<file path="config.mk">
export PLATFORM = sky130hd
export DESIGN_NAME = fesr_top
export DESIGN_NICKNAME = d
export VERILOG_FILES = /design/src/rtl/fesr_pkg.sv /design/src/rtl/fesr_erase_decode.sv /design/src/rtl/fesr_overlay_map.sv /design/src/rtl/fesr_top.sv
export VERILOG_INCLUDE_DIRS = /design/src /design/src/rtl
export SDC_FILE = /design/constraint.sdc
export NUM_CORES = 1
export LEC_CHECK = 0
export ABC_AREA = 1
export BUFFER_PORTS_ARGS = -buffer_cell sky130_fd_sc_hd__buf_2
export CAP_MARGIN = 15
export CORE_MARGIN = 2
export CORE_UTILIZATION = 40
export CTS_CLUSTER_SIZE = 28
export DETAILED_ROUTE_END_ITERATION = 12
export GPL_TIMING_DRIVEN = 0
export PLACE_DENSITY = 0.78
export REMOVE_ABC_BUFFERS = 1
export SETUP_SLACK_MARGIN = 0.15
export SLEW_MARGIN = 25
export SYNTH_ARGS = -nofsm -noshare
export SYNTH_HDL_FRONTEND = slang
export SYNTH_SLANG_ARGS = --single-unit
</file>
<file path="constraint.sdc">
create_clock -name pclk -period 1.6 [get_ports pclk]
set_input_delay 0.32 -clock pclk [delete_from_list [all_inputs] [get_ports pclk]]
set_output_delay 0.32 -clock pclk [all_outputs]
set_load 0.01 [all_outputs]
</file>
<file path="src/rtl/fesr_map.svh">
// Register offsets, field positions, reset values and address constants of the flash control block
`ifndef FESR_MAP_SVH
`define FESR_MAP_SVH

`define FESR_OFF_ERR_STAT 12'h000
`define FESR_OFF_ERASE_SEL 12'h004
`define FESR_OFF_OVL_CTRL 12'h008
`define FESR_OFF_PWR_CTRL 12'h00C
`define FESR_OFF_MODE_CTRL 12'h010
`define FESR_OFF_IRQ_STAT 12'h014
`define FESR_OFF_IRQ_EN 12'h018
`define FESR_OFF_IRQ_CLR 12'h01C

`define FESR_ERR_FLAG_BIT 7
`define FESR_PDI_BIT 7
`define FESR_OVL_EN_BIT 3
`define FESR_OVL_SEL_HI_BIT 2
`define FESR_OVL_SEL_LO_BIT 1
`define FESR_OVL_RSV_HI 5
`define FESR_OVL_RSV_LO 4
`define FESR_SWE_BIT 6
`define FESR_ERASE_TRIG_BIT 1
`define FESR_PROG_TRIG_BIT 0

`define FESR_RST8 8'h00
`define FESR_IRQ_RST 3'h0
`define FESR_IRQ_W 3

`define FESR_IRQ_ERROR 0
`define FESR_IRQ_BLOCKED 1
`define FESR_IRQ_PDN 2

`define FESR_RAM_WIN_BASE 24'hFFE000
`define FESR_EB0_BASE 24'h000000
`define FESR_EB1_BASE 24'h000400
`define FESR_EB2_BASE 24'h000800
`define FESR_EB3_BASE 24'h000C00
`define FESR_EB4_BASE 24'h001000
`define FESR_EB5_BASE 24'h008000
`define FESR_EB6_BASE 24'h00C000
`define FESR_EB7_BASE 24'h00E000
`define FESR_EB0_LAST 24'h0003FF
`define FESR_EB1_LAST 24'h0007FF
`define FESR_EB2_LAST 24'h000BFF
`define FESR_EB3_LAST 24'h000FFF
`define FESR_EB4_LAST 24'h007FFF
`define FESR_EB5_LAST 24'h00BFFF
`define FESR_EB6_LAST 24'h00DFFF
`define FESR_EB7_LAST 24'h00FFFF

`endif

</file>
<file path="src/rtl/fesr_pkg.sv">
// Types shared by the flash control block
package fesr_pkg;
	typedef enum logic [1:0] {
		FESR_IDLE = 2'h0,
		FESR_SETUP = 2'h1,
		FESR_ACCESS = 2'h3
	} fesr_apb_state_t;
	typedef logic [23:0] fesr_addr_t;
endpackage

</file>
<file path="src/rtl/fesr_erase_decode.sv">
// Decodes the one-hot erase block selection into a flash address range
`timescale 1ns/1ps
`include "fesr_map.svh"
module fesr_erase_decode
	import fesr_pkg::*;
(
	input wire logic [7:0] erase_block_select, // One-hot selection
	output fesr_addr_t erase_base, // First byte of chosen block
	output fesr_addr_t erase_last, // Last byte of chosen block
	output logic erase_valid // Exactly one block chosen
);
	always_comb begin
		erase_valid = 1'b1;
		case (erase_block_select)
			8'h80: begin erase_base = `FESR_EB7_BASE; erase_last = `FESR_EB7_LAST; end
			8'h40: begin erase_base = `FESR_EB6_BASE; erase_last = `FESR_EB6_LAST; end
			8'h20: begin erase_base = `FESR_EB5_BASE; erase_last = `FESR_EB5_LAST; end
			8'h10: begin erase_base = `FESR_EB4_BASE; erase_last = `FESR_EB4_LAST; end
			8'h08: begin erase_base = `FESR_EB3_BASE; erase_last = `FESR_EB3_LAST; end
			8'h04: begin erase_base = `FESR_EB2_BASE; erase_last = `FESR_EB2_LAST; end
			8'h02: begin erase_base = `FESR_EB1_BASE; erase_last = `FESR_EB1_LAST; end
			8'h01: begin erase_base = `FESR_EB0_BASE; erase_last = `FESR_EB0_LAST; end
			default: begin
				erase_base = `FESR_EB0_BASE;
				erase_last = `FESR_EB0_BASE;
				erase_valid = 1'b0;
			end
		endcase
	end
endmodule

</file>
<file path="src/rtl/fesr_overlay_map.sv">
// Maps the fixed RAM window onto the chosen small flash block
`timescale 1ns/1ps
`include "fesr_map.svh"
module fesr_overlay_map
	import fesr_pkg::*;
(
	input wire logic overlay_enable, // Overlay active
	input wire logic [1:0] area_sel, // Area select high/low bits
	output fesr_addr_t overlay_flash_base, // Flash block covered
	output fesr_addr_t overlay_ram_base, // RAM window base
	output logic overlay_active // Overlay in force
);
	always_comb begin
		overlay_ram_base = `FESR_RAM_WIN_BASE;
		overlay_active = overlay_enable;
		case (area_sel)
			2'h0: overlay_flash_base = `FESR_EB0_BASE;
			2'h1: overlay_flash_base = `FESR_EB1_BASE;
			2'h2: overlay_flash_base = `FESR_EB2_BASE;
			2'h3: overlay_flash_base = `FESR_EB3_BASE;
			default: overlay_flash_base = `FESR_EB0_BASE;
		endcase
	end
endmodule

</file>
<file path="src/rtl/fesr_top.sv">
// APB register block for flash error status, erase selection, RAM overlay and power control
`timescale 1ns/1ps
`include "fesr_map.svh"

// Function
// A failing program or erase operation sets error flag, status bit 7.
// While error flag is one, program and erase are blocked.
// Status register is read-only; writes to it change nothing.
// Unused status, power bits 6..0 and overlay bits 7..6 read zero.
// Erase selection is held at zero while software write enable is zero.
// With software write enable zero, setting erase selection bits is ignored.
// A write leaving several erase selection bits set clears them all.
// Erase bits 7..4 select the 8, 8, 16 and 28 kbyte blocks.
// Erase bits 3..0 select the four 1-kbyte blocks from address zero.
// Overlay enable maps RAM onto flash and protects every block.
// With overlay on, program and erase triggers do not enter those modes.
// Area select bits 2..1 pick the 1-kbyte block; bit 0 ignored.
// Software writes only zeros to overlay bits 5 and 4.
// Software avoids the emulated area right after changing overlay control.
// Software changes overlay control only in user or user program mode.
// Power-down inhibit set keeps flash powered on subactive entry.
// Power-down decision is taken only at the switch into subactive mode.
// Reset clears every defined bit of the four registers.
module fesr_top
	import fesr_pkg::*;
(
	input wire logic pclk, // APB clock
	input wire logic presetn, // Async reset, active low
	input wire logic psel, // APB select
	input wire logic penable, // APB enable
	input wire logic pwrite, // APB direction
	input wire logic [11:0] paddr, // APB byte address
	input wire logic [31:0] pwdata, // APB write data
	output logic [31:0] prdata, // APB read data
	output logic pready, // APB ready
	output logic pslverr, // APB error
	input wire logic flash_op_error, // Pulse: program/erase failed
	input wire logic subactive_req, // Level: system in subactive mode
	input wire logic [1:0] ram_mode_ok, // Unused status of mode pins
	output logic program_mode, // Flash in program mode
	output logic erase_mode, // Flash in erase mode
	output logic flash_powerdown, // Flash power-down request
	output logic overlay_active, // RAM overlay in force
	output fesr_addr_t overlay_flash_base, // Overlaid flash block
	output fesr_addr_t overlay_ram_base, // RAM window base
	output fesr_addr_t erase_base, // Chosen erase block start
	output fesr_addr_t erase_last, // Chosen erase block end
	output logic erase_valid, // One erase block chosen
	output logic irq // Level interrupt
);
	logic err_q, err_d;
	logic [7:0] ebs_q, ebs_d;
	logic [5:0] ovl_q, ovl_d;
	logic pdi_q, pdi_d;
	logic [1:0] mode_q, mode_d;
	logic swe_q, swe_d;
	logic sub_q, sub_d;
	logic pdn_q, pdn_d;
	logic [`FESR_IRQ_W-1:0] ist_q, ist_d, ien_q, ien_d;
	logic [31:0] rdata_q, rdata_d;
	logic err_q_unused;
	logic wr, rd, mapped, protect, trig_set, sub_enter;
	logic [7:0] wb;
	logic [`FESR_IRQ_W-1:0] ev;

	assign wr = psel && penable && pwrite;
	// Read data captured at the setup edge so it stands through the access phase
	assign rd = psel && !penable && !pwrite;
	assign wb = pwdata[7:0];
	assign pready = 1'b1;
	assign err_q_unused = ^ram_mode_ok;
	assign mapped = (paddr == `FESR_OFF_ERR_STAT) || (paddr == `FESR_OFF_ERASE_SEL) ||
		(paddr == `FESR_OFF_OVL_CTRL) || (paddr == `FESR_OFF_PWR_CTRL) ||
		(paddr == `FESR_OFF_MODE_CTRL) || (paddr == `FESR_OFF_IRQ_STAT) ||
		(paddr == `FESR_OFF_IRQ_EN) || (paddr == `FESR_OFF_IRQ_CLR);
	assign pslverr = psel && penable && !mapped;
	assign prdata = rdata_q;
	// Error protection and emulation protection both veto any mode entry
	assign protect = err_q || ovl_q[`FESR_OVL_EN_BIT];
	assign trig_set = wr && (paddr == `FESR_OFF_MODE_CTRL) &&
		(wb[`FESR_PROG_TRIG_BIT] || wb[`FESR_ERASE_TRIG_BIT]);
	assign sub_enter = subactive_req && !sub_q;

	always_comb begin
		err_d = err_q;
		ebs_d = ebs_q;
		ovl_d = ovl_q;
		pdi_d = pdi_q;
		mode_d = mode_q;
		swe_d = swe_q;
		sub_d = subactive_req;
		pdn_d = pdn_q;
		ev = `FESR_IRQ_RST;
		if (flash_op_error && swe_q) begin
			err_d = 1'b1;
		end
		// Status register has no write path
		if (wr && paddr == `FESR_OFF_MODE_CTRL) begin
			swe_d = wb[`FESR_SWE_BIT];
			mode_d = wb[1:0];
		end
		if (protect || !swe_d) begin
			mode_d = 2'h0;
		end
		if (wr && paddr == `FESR_OFF_ERASE_SEL) begin
			ebs_d = wb;
			if (!$onehot0(wb)) begin
				ebs_d = `FESR_RST8;
			end
		end
		if (!swe_d) begin
			ebs_d = `FESR_RST8;
		end
		if (wr && paddr == `FESR_OFF_OVL_CTRL) begin
			ovl_d = wb[5:0];
		end
		if (wr && paddr == `FESR_OFF_PWR_CTRL) begin
			pdi_d = wb[`FESR_PDI_BIT];
		end
		if (sub_enter) begin
			pdn_d = !pdi_q;
		end else if (!subactive_req) begin
			pdn_d = 1'b0;
		end
		ev[`FESR_IRQ_ERROR] = flash_op_error && swe_q;
		ev[`FESR_IRQ_BLOCKED] = trig_set && protect;
		ev[`FESR_IRQ_PDN] = sub_enter && !pdi_q;
		ien_d = ien_q;
		ist_d = ist_q;
		if (wr && paddr == `FESR_OFF_IRQ_EN) begin
			ien_d = pwdata[`FESR_IRQ_W-1:0];
		end
		if (wr && paddr == `FESR_OFF_IRQ_CLR) begin
			ist_d = ist_q & ~pwdata[`FESR_IRQ_W-1:0];
		end
		// Set after clear so a coincident event is kept
		ist_d = ist_d | ev;
	end

	always_comb begin
		rdata_d = 32'h0000_0000;
		if (rd) begin
			case (paddr)
				`FESR_OFF_ERR_STAT: rdata_d[`FESR_ERR_FLAG_BIT] = err_q;
				`FESR_OFF_ERASE_SEL: rdata_d[7:0] = ebs_q;
				`FESR_OFF_OVL_CTRL: rdata_d[5:0] = ovl_q;
				`FESR_OFF_PWR_CTRL: rdata_d[`FESR_PDI_BIT] = pdi_q;
				`FESR_OFF_MODE_CTRL: begin
					rdata_d[`FESR_SWE_BIT] = swe_q;
					rdata_d[1:0] = mode_q;
				end
				`FESR_OFF_IRQ_STAT: rdata_d[`FESR_IRQ_W-1:0] = ist_q;
				`FESR_OFF_IRQ_EN: rdata_d[`FESR_IRQ_W-1:0] = ien_q;
				default: rdata_d = 32'h0000_0000;
			endcase
		end
	end

	always_ff @(posedge pclk or negedge presetn) begin
		if (!presetn) begin
			err_q <= 1'b0;
			ebs_q <= `FESR_RST8;
			ovl_q <= 6'h00;
			pdi_q <= 1'b0;
			mode_q <= 2'h0;
			swe_q <= 1'b0;
			sub_q <= 1'b0;
			pdn_q <= 1'b0;
			ist_q <= `FESR_IRQ_RST;
			ien_q <= `FESR_IRQ_RST;
			rdata_q <= 32'h0000_0000;
		end else begin
			err_q <= err_d;
			ebs_q <= ebs_d;
			ovl_q <= ovl_d;
			pdi_q <= pdi_d;
			mode_q <= mode_d;
			swe_q <= swe_d;
			sub_q <= sub_d;
			pdn_q <= pdn_d;
			ist_q <= ist_d;
			ien_q <= ien_d;
			rdata_q <= rdata_d;
		end
	end

	assign program_mode = mode_q[`FESR_PROG_TRIG_BIT] && !protect;
	assign erase_mode = mode_q[`FESR_ERASE_TRIG_BIT] && !protect && erase_valid;
	assign flash_powerdown = pdn_q;
	assign irq = |(ist_q & ien_q);

	fesr_erase_decode u_dec (
		.erase_block_select(ebs_q),
		.erase_base(erase_base),
		.erase_last(erase_last),
		.erase_valid(erase_valid)
	);

	fesr_overlay_map u_ovl (
		.overlay_enable(ovl_q[`FESR_OVL_EN_BIT]),
		.area_sel(ovl_q[`FESR_OVL_SEL_HI_BIT:`FESR_OVL_SEL_LO_BIT]),
		.overlay_flash_base(overlay_flash_base),
		.overlay_ram_base(overlay_ram_base),
		.overlay_active(overlay_active)
	);
endmodule

</file>
### After elaboration in Yosys (flattened, before gate mapping)

Index checks and enable logic that the tools add are counted.

| storage, ports and cells | value |
|---|---|
| input bits | 53 |
| flip-flop bits (word level) | 59 |
| word-level logic and storage cells | 103 |
| RAM bits | 0 |
| output and inout bits | 136 |
| bits in latches | 0 |
| ROM bits | 0 |
| memories | 0 |

| operators by class | value |
|---|---|
| reductions and logical operators | 41 |
| mux-type cells | 19 |
| shifts and indexed selects | 0 |
| div/mod/pow operators | 0 |
| eq/ne operators | 20 |
| order comparisons | 1 |
| bitwise operators | 4 |
| add/subtract/negate cells | 7 |
| multipliers | 0 |

Operators with widths:

| kind | count |
|---|---|
| case mux 16 bit (8 select lines) | 1 |
| case mux 16 bit (7 select lines) | 1 |
| case mux 24 bit (4 select lines) | 1 |
| equality test 12 x 5 -> 1 bit (second input constant) | 4 |
| two-way mux 8 bit | 4 |
| equality test 12 x 4 -> 1 bit (second input constant) | 2 |
| logical AND 1 bit | 19 |
| equality test 12 x 3 -> 1 bit (second input constant) | 1 |
| logical NOT 12 bit | 1 |
| logical OR 1 bit | 10 |
| case mux 2 bit (5 select lines) | 1 |
| adder 1 x 1 -> 2 bit | 4 |
| equality test 8 x 1 -> 1 bit (second input constant) | 1 |
| equality test 8 x 2 -> 1 bit (second input constant) | 1 |
| equality test 8 x 3 -> 1 bit (second input constant) | 1 |
| equality test 8 x 4 -> 1 bit (second input constant) | 1 |
| equality test 8 x 5 -> 1 bit (second input constant) | 1 |
| equality test 8 x 6 -> 1 bit (second input constant) | 1 |
| equality test 8 x 7 -> 1 bit (second input constant) | 1 |
| equality test 8 bit (second input constant) | 1 |
| OR reduction 8 bit | 1 |
| logical NOT 1 bit | 7 |
| adder 2 x 2 -> 3 bit | 2 |
| AND 3 bit | 2 |
| other kinds (17) | 23 |

### Longest topological paths before layout

Gate-level depths: netlist of the first run.

| logic depth | value |
|---|---|
| depth after elaboration | 10 |
| gate-level depth with buffers | 13 |
| mapped depth without buffers | 13 |

### Modules after synthesis

From an unflattened synthesis of the first run, not the netlist that was laid out.

| second synthesis, totals | value |
|---|---|
| cell total of the unflattened synthesis | 440 |
| area, all modules | 3199.3 µm² |

By module, submodules not included:

| module | times used | cells an instance | area an instance (µm²) |
|---|---|---|---|
| fesr_top | 1 | 297 | 2280.9 |
| fesr_erase_decode | 1 | 92 | 550.5 |
| fesr_overlay_map | 1 | 51 | 367.9 |

### Worst setup path after synthesis of the first run

No wires, ideal clock.

| timing | value |
|---|---|
| path kind | input to register |
| start point | in pwdata[0] |
| end point | reg ebs_q[0] |
| cell stages on the path | 12 |
| arrival time | 2.951 ns |
| setup slack | -1.417 ns |
| setup time | 0.066 ns |
| cells stage by stage | fa_1 > inv_1 > fa_1 > fa_1 > inv_1 > ha_1 > fa_1 > a21oi_1 > nand2_1 > nor2_1 > nand3_1 > nand2_1 |

| on the way | value |
|---|---|
| cells in the longest elaborated chain, start to end | 7 |

Ends and longest elaborated chain:

| what | line | RTL |
|---|---|---|
| from (decl) | fesr_top.sv:33 | `input wire logic [31:0] pwdata,` |
| adder 1 x 1 -> 2 bit (not written as such) | fesr_top.sv:107 | `if (!$onehot0(wb)) begin` |
| adder 2 x 2 -> 3 bit (not written as such) | fesr_top.sv:107 |  |
| adder 3 x 3 -> 4 bit (not written as such) | fesr_top.sv:107 |  |
| <= comparator 4 x 1 -> 1 bit (not written as such) | fesr_top.sv:107 |  |
| two-way mux 8 bit * | fesr_top.sv:107 |  |
| two-way mux 8 bit * | fesr_top.sv:105 | `` if (wr && paddr == `FESR_OFF_ERASE_SEL) begin `` |
| two-way mux 8 bit * | fesr_top.sv:111 | `if (!swe_d) begin` |
| to (signal assigned) | fesr_top.sv:162 | `` ebs_q <= `FESR_RST8; `` |
| to (signal assigned) | fesr_top.sv:174 | `ebs_q <= ebs_d;` |
| to (decl) | fesr_top.sv:52 | `logic [7:0] ebs_q, ebs_d;` |

Every way passes the cells marked *; elsewhere a longest branch is shown, timed or not. The select of a mux whose other input is x is not followed.
A chain may end at the register's enable or synchronous reset.

### Worst setup path after layout of the first run

| timing | value |
|---|---|
| start point | in pwdata[0] |
| end point | reg ebs_q[4] |

| on the way | value |
|---|---|
| cells in the longest elaborated chain, start to end | 7 |

Ends and longest elaborated chain:

| what | line |
|---|---|
| adder 1 x 1 -> 2 bit (not written as such) | fesr_top.sv:107 |
| adder 2 x 2 -> 3 bit (not written as such) | fesr_top.sv:107 |
| adder 3 x 3 -> 4 bit (not written as such) | fesr_top.sv:107 |
| <= comparator 4 x 1 -> 1 bit (not written as such) | fesr_top.sv:107 |
| two-way mux 8 bit | fesr_top.sv:107 |
| two-way mux 8 bit | fesr_top.sv:105 |
| two-way mux 8 bit | fesr_top.sv:111 |

No other way between the ends. The select of a mux whose other input is x is not followed.

==> flow_metrics.py, run 1 <==
metrics = {
    "grt": {
        "gr-total-overflow": 0,
        "grt_pass1_vias": 2663,
        "grt_max_degree": 36,
        "grtUsageTotal_pct": 18.51,
        "grt_first_pass_wirelength_um": 12680,
        "grt_antenna_before_repair": 0,
    },
    "synth": {
        "syn_area_mm2": 0.003136,
        "synth_cells": 429,
        "syn_avg_cell_area_um2": 7.309,
        "synth.distinct_cells": 30,
        "synth-edff-count": 0,
        "ys_ff_latch": 35,
        "async_reset_ff_share_pct": 100.0,
        "synth_ff_type": "dfrtp_1",
        "ys_warn_count": 0,
        "synth-seq-area-share_pct": 27.93,
    },
    "power": {
        "power_mw": 1.987,
        "p_leak_nw": 2.419,
        "power_density_mw_per_mm2": 474.0,
        "ir_worst_vdd_uv": 302.8,
    },
    "worst_setup_path": {
        "start_kind": "primary input",
        "cp.required_ns": 1.83,
        "path_max_fanout": 8,
        "cp-end-kind": "flop",
        "r2r_start": "ebs_q[4]",
        "criticalPathCategory": "primary input to flop",
        "crit_chain": "buf_8, fa_1, inv_1, fa_1, fa_1, inv_1, ha_2, fa_1, a21oi_2, nand2_4, nor2_1, nand3_1, nand2_1",
        "worstPathArrival_ns": 3.23,
        "crit_family": "adder cells",
        "path_common_cell": "fa_1",
        "cp_slowest_cell": "fa_1",
        "rr_endpoint": "prdata[4]",
        "slowest_delay_ns": 0.52,
        "path_buf_inv": 3,
        "ff2ff_path_depth": 5,
        "rrSetupSlack_ns": 0.52,
    },
    "sta": {
        "setup_violations": 32,
        "finalMaxSlewViolations": 0,
        "fin_crit_sh_pct": 187.3,
        "rsz0062_at_grt": "true",
        "hold_viol_final": 0,
        "max-slew-margin-rel_pct": 47.32,
        "worstMarginPinSlew_ns": 0.7902,
        "fmax_mhz": 333.6,
        "final.setup_skew_ns": 0.008832,
        "period_needed_ns": 2.997,
        "layout_setup_ws_ns": -1.397,
    },
    "drt": {
        "routed_wl_um": 8985,
        "drtPass1Iterations": 5,
        "drt_iter0_drc": 310,
        "vias": 2958,
        "avgViaCountPerCell": 4.622,
        "drtAntennaViolNets": 0,
        "wire_per_inst_um": 14.04,
        "route.detailed.drc": 0,
    },
    "final_layout": {
        "drive_gt1_share_pct": 43.12,
        "syn_to_final_growth_pct": 33.68,
        "final_core_util_pct": 54.81,
        "antenna_cells": 0,
        "fin_nets": 600,
        "fill_cells": 633,
    },
    "hold_path": {
        "worstHoldPathType": "primary input to async pin",
    },
    "floorplanning": {
        "boundaryPins": 189,
        "start_util_pct": 41.00,
        "die_w_um": 92.54,
        "fp-row-count": 32,
        "dieArea_mm2": 0.008563,
        "die_h_um": 92.54,
        "core_area_mm2": 0.007647,
    },
    "placement": {
        "dp_hpwl_um": 5169,
        "io_buffers": 65,
        "gp_congestion": 0.8521,
    },
    "cts": {
        "clk_path_buf_depth": 2,
        "htree_levels": 2,
        "cts_tree": "built",
        "cts_buffers": 5,
        "insertion_delay_ns": 0.29,
        "path_clk_slew_ns": 0.07,
        "root_buffer": "clkbuf_8",
        "ctsHoldBuffers": 0,
        "clock-sinks": 35,
    },
    "run_status": {
        "status": "finished, violations left",
        "violations": "setup timing",
    },
    "job": {
        "maxCapViolCount": 0,
    },
}
-- cells in the mapped netlist (2+ instances only) --
cell type / n / area share, %
nor2_1: 37 / 4.4
nand2_4: 3 / 1.1
a21oi_1: 9 / 1.4
o21ai_0: 4 / 0.64
inv_2: 2 / 0.24
nand4_1: 4 / 0.80
buf_6: 2 / 0.72
nor2_4: 3 / 1.1
ha_1: 4 / 1.6
nor2_2: 6 / 1.2
o21ai_1: 2 / 0.32
buf_4: 107 / 26
fa_1: 4 / 2.6
o211ai_1: 2 / 0.48
nand2_2: 8 / 1.6
nor2_8: 2 / 1.3
conb_1: 2 / 0.24
dfrtp_1: 35 / 28
clkbuf_1: 2 / 0.24
inv_1: 52 / 6.2
nor3_1: 4 / 0.64
o21ai_2: 6 / 1.7
nand3_1: 40 / 6.4
nand2_1: 83 / 9.9
-- logic make-up after synthesis --
| family | share of synthesized area [%] |
|---|---|
| buffers and inverters | 33.16 |
| flip-flops | 27.93 |
| adder cells (fa/ha/maj) | 4.150 |
| AO/OA/AOI/OAI | 4.749 |
| AND/OR/NAND/NOR | 29.77 |
| other | 0.2395 |
-- metal layers --
| layer | vias up | share of wire, % | global-route usage (%) |
|---|---|---|---|
| met2 | 183 | 49 | 31.14 |
| li1 | 1340 | - | - |
| met5 | - | 0 | 0 |
| met4 | 0 | 4.0 | 8.209 |
| met1 | 1400 | 38 | 22.86 |
| met3 | 35 | 8.4 | 3.824 |
-- area by class of cell --
type | count | area [um2] | share of cell area (%)
flip-flops and latches | 35 | 877.1 | 20.93
inverters | 55 | 231.5 | 5.522
multi-input cells | 324 | 1892 | 45.13
clock buffers | 5 | 68.82 | 1.642
well taps | 102 | 127.6 | 3.045
repair buffers | 118 | 987.2 | 23.55
clock inverters | 1 | 7.507 | 0.1791
-- power breakdown --
| part | internal (mW) | total [mW] | switching, mW |
|---|---|---|---|
| combinational | 0.155 | 0.501 | 0.346 |
| clock | 0.289 | 0.597 | 0.309 |
| sequential | 0.887 | 0.888 | 0.00154 |
| total | 1.33 | 1.99 | 0.656 |
-- flip-flops by register name, summed over array words and instances (netlist names), 2 cells and up --
signal and count:
ebs_q 8, ovl_q 6, ien_q 3, prdata 8, mode_q 2, ist_q 3
-- repair_timing --
item | 4_1_cts | 5_1_grt
buffers inserted | 42 | 12
gates cloned | 1 | 0
endpoints found under the setup margin | 34 | 39
pin swaps | 33 | 37
gates resized for setup | 98 | 73
-- worst max path at each step --
stage                     slack [ns]      start  cells after the start       end
after detailed placement       -1.78  pwdata[0]                     13  ebs_q[2]
final                          -1.40  pwdata[0]                     13  ebs_q[4]
after global routing           -1.49  pwdata[0]                     13  ebs_q[6]
after floorplan                -1.42  pwdata[0]                     12  ebs_q[0]
after CTS                      -1.34  pwdata[0]                     13  ebs_q[2]
after global placement         -1.71  pwdata[0]                     13  ebs_q[3]
-- layout by cell type (no fill, tap or decap), types with 19 or more instances in the layout --
master and n:
buf_2 33, buf_4 39, buf_6 43, conb_1 97
dfrtp_1 34, inv_1 30, nand2_1 62, nand2_2 19
nand3_1 34, nor2_1 21
-- through the flow --
| step | hold WS, ns | worst slack [ns] | instances | cell area (um2) | TNS (ns) |
|---|---|---|---|---|---|
| 3_3_place_gp | 0.4311 | -1.707 | 580 | 3112 | -16.51 |
| 5_1_grt | 0.1713 | -1.490 | 640 | 4192 | -22.81 |
| 6_report | 0.1136 | -1.397 | 640 | 4192 | -20.91 |
| 4_1_cts | 0.1378 | -1.340 | 629 | 3860 | -15.78 |
| 3_5_place_dp | 0.4455 | -1.776 | 580 | 3112 | -18.21 |
| 2_1_floorplan | 0.02441 | -1.417 | 413 | 2659 | -17.64 |
No activity file was read; power rests on OpenSTA's default activity.
==> run 2, diff against run 1 <==
Settings changed: PLACE_DENSITY 0.78 to 0.85.
==> flow_metrics.py, run 2 (synthesis results as in run 1) <==
metrics = {
    "run_status": {
        "status": "finished, violations left",
        "violations": "setup timing",
    },
    "worst_setup_path": {
        "path_max_fanout": 8,
        "path_common_cell": "fa_1",
        "path_buf_inv": 3,
        "cp-end-kind": "flop",
        "cp.required_ns": 1.83,
        "crit_family": "adder cells",
        "cp_slowest_cell": "fa_1",
        "slowest_delay_ns": 0.55,
        "crit_chain": "buf_8, fa_1, inv_2, fa_1, fa_1, inv_2, ha_4, fa_1, a21oi_2, nand2_4, nor2_1, nand3_1, nand2_1",
        "worstPathArrival_ns": 3.24,
        "criticalPathCategory": "primary input to flop",
        "start_kind": "primary input",
    },
    "cts": {
        "ctsHoldBuffers": 0,
        "cts_tree": "built",
        "path_clk_slew_ns": 0.07,
        "clk_path_buf_depth": 2,
        "cts_buffers": 5,
        "htree_levels": 2,
        "insertion_delay_ns": 0.29,
        "root_buffer": "clkbuf_8",
        "clock-sinks": 35,
    },
    "power": {
        "ir_worst_vdd_uv": 294.0,
        "power_mw": 2.016,
        "power_density_mw_per_mm2": 506.4,
        "p_leak_nw": 2.278,
    },
    "drt": {
        "drtAntennaViolNets": 0,
        "avgViaCountPerCell": 4.719,
        "wire_per_inst_um": 14.03,
        "route.detailed.drc": 0,
        "drtPass1Iterations": 7,
        "routed_wl_um": 8724,
        "vias": 2935,
        "drt_iter0_drc": 295,
    },
    "floorplanning": {
        "start_util_pct": 41.00,
        "boundaryPins": 189,
        "dieArea_mm2": 0.008563,
        "die_w_um": 92.54,
        "fp-row-count": 32,
        "core_area_mm2": 0.007647,
        "die_h_um": 92.54,
    },
    "placement": {
        "dp_hpwl_um": 5234,
        "gp_congestion": 0.8547,
        "io_buffers": 65,
        "dpl_cell_area_mm2": 0.003112,
        "post-place-ws_ns": -1.807,
    },
    "sta": {
        "setup_violations": 32,
        "period_needed_ns": 3.007,
        "max-slew-margin-rel_pct": 47.19,
        "rsz0062_at_grt": "true",
        "worstMarginPinSlew_ns": 0.7922,
        "fmax_mhz": 332.5,
        "final.setup_skew_ns": 0.004344,
        "fin_crit_sh_pct": 188.0,
        "finalMaxSlewViolations": 0,
        "layout_setup_ws_ns": -1.407,
        "hold_viol_final": 0,
    },
    "grt": {
        "grt_antenna_before_repair": 0,
        "grt_pass1_vias": 2588,
        "gr-total-overflow": 0,
        "grtUsageTotal_pct": 18.16,
        "grt_max_degree": 36,
        "grt_first_pass_wirelength_um": 12430,
    },
    "job": {
        "maxCapViolCount": 0,
    },
    "final_layout": {
        "final_cell_mix": "conb_1 (97), nand2_1 (65), dfrtp_1 (35)",
        "layout_commonest_cell": "conb_1",
        "antenna_cells": 0,
        "syn_to_final_growth_pct": 26.94,
        "design_area_mm2": 0.003980,
        "drive_gt1_share_pct": 40.19,
        "fin_nets": 580,
        "fill_cells": 688,
    },
    "hold_path": {
        "worstHoldPathType": "primary input to async pin",
    },
}
run 2: cell count changes in the layout (fill, tap and decap cells not counted), sizes merged:
| cell | previous run | this run |
|---|---|---|
| buf | 118 | 98 |
| clkbuf | 5 | 7 |
| clkinv | 1 | 2 |
| clkinvlp | 1 | 0 |
run 2: report_power, final:
group / internal (mW) / total, mW / switching [mW]
sequential: 0.887 / 0.888 / 0.00137
clock: 0.306 / 0.633 / 0.327
combinational: 0.149 / 0.495 / 0.346
total: 1.34 / 2.02 / 0.675
run 2: final timing paths:
path / startpoint / endpoint / slack, ns / cells after the start
min in group pclk: subactive_req / sub_q / 0.16 / 1
worst min register to register: sub_q / flash_powerdown / 0.50 / 2
worst max register to register: ebs_q[0] / prdata[0] / 0.54 / 5
worst max-delay path: pwdata[0] / ebs_q[7] / -1.41 / 13
max in group asynchronous: presetn / prdata[6] / 0.99 / 1
worst min-delay path: presetn / ovl_q[1] / 0.11 / 1
run 2: final cells by class:
| class | instances | area (um2) | area share, % |
|---|---|---|---|
| timing repair buffer | 98 | 784.5 | 19.71 |
| inverter | 55 | 214.0 | 5.376 |
| clock inverter | 1 | 5.005 | 0.1257 |
| multi-input combinational | 324 | 1897 | 47.66 |
| sequential | 35 | 875.8 | 22.01 |
| tap | 102 | 127.6 | 3.207 |
| clock buffer | 7 | 76.32 | 1.918 |
run 2: worst reg2reg max path: cells and delay by family (launching register included):
family	cells	cell delay (ns)
buffers and inverters	1	0.17
DFF	1	0.41
and+or+nand+nor	4	0.37
run 2: layer usage:
layer | global-route usage, % | routed length [um] | vias up
met5 | 0 | 0 | -
met4 | 8.458 | 419 | 0
met3 | 2.766 | 768 | 51
met2 | 30.54 | 4226 | 219
met1 | 22.88 | 3310 | 1362
li1 | - | - | 1303
run 2: repair_timing:
| item | CTS | global route |
|---|---|---|
| gates cloned | 1 | 0 |
| gates resized for setup | 99 | 48 |
| pin swaps | 28 | 22 |
| setup buffers | 25 | 8 |
| endpoints found under the setup margin | 34 | 34 |
run 2: through the flow:
stage	hold slack, ns	TNS [ns]	utilization [%]	instances
finish	0.1094	-22.40	52.05	622
global route	0.1660	-24.16	52.05	622
CTS	0.1316	-16.34	49.02	614
detailed placement	0.4433	-18.34	40.69	580
floorplan	0.02441	-17.64	-	413
global placement	0.4250	-16.42	40.69	580
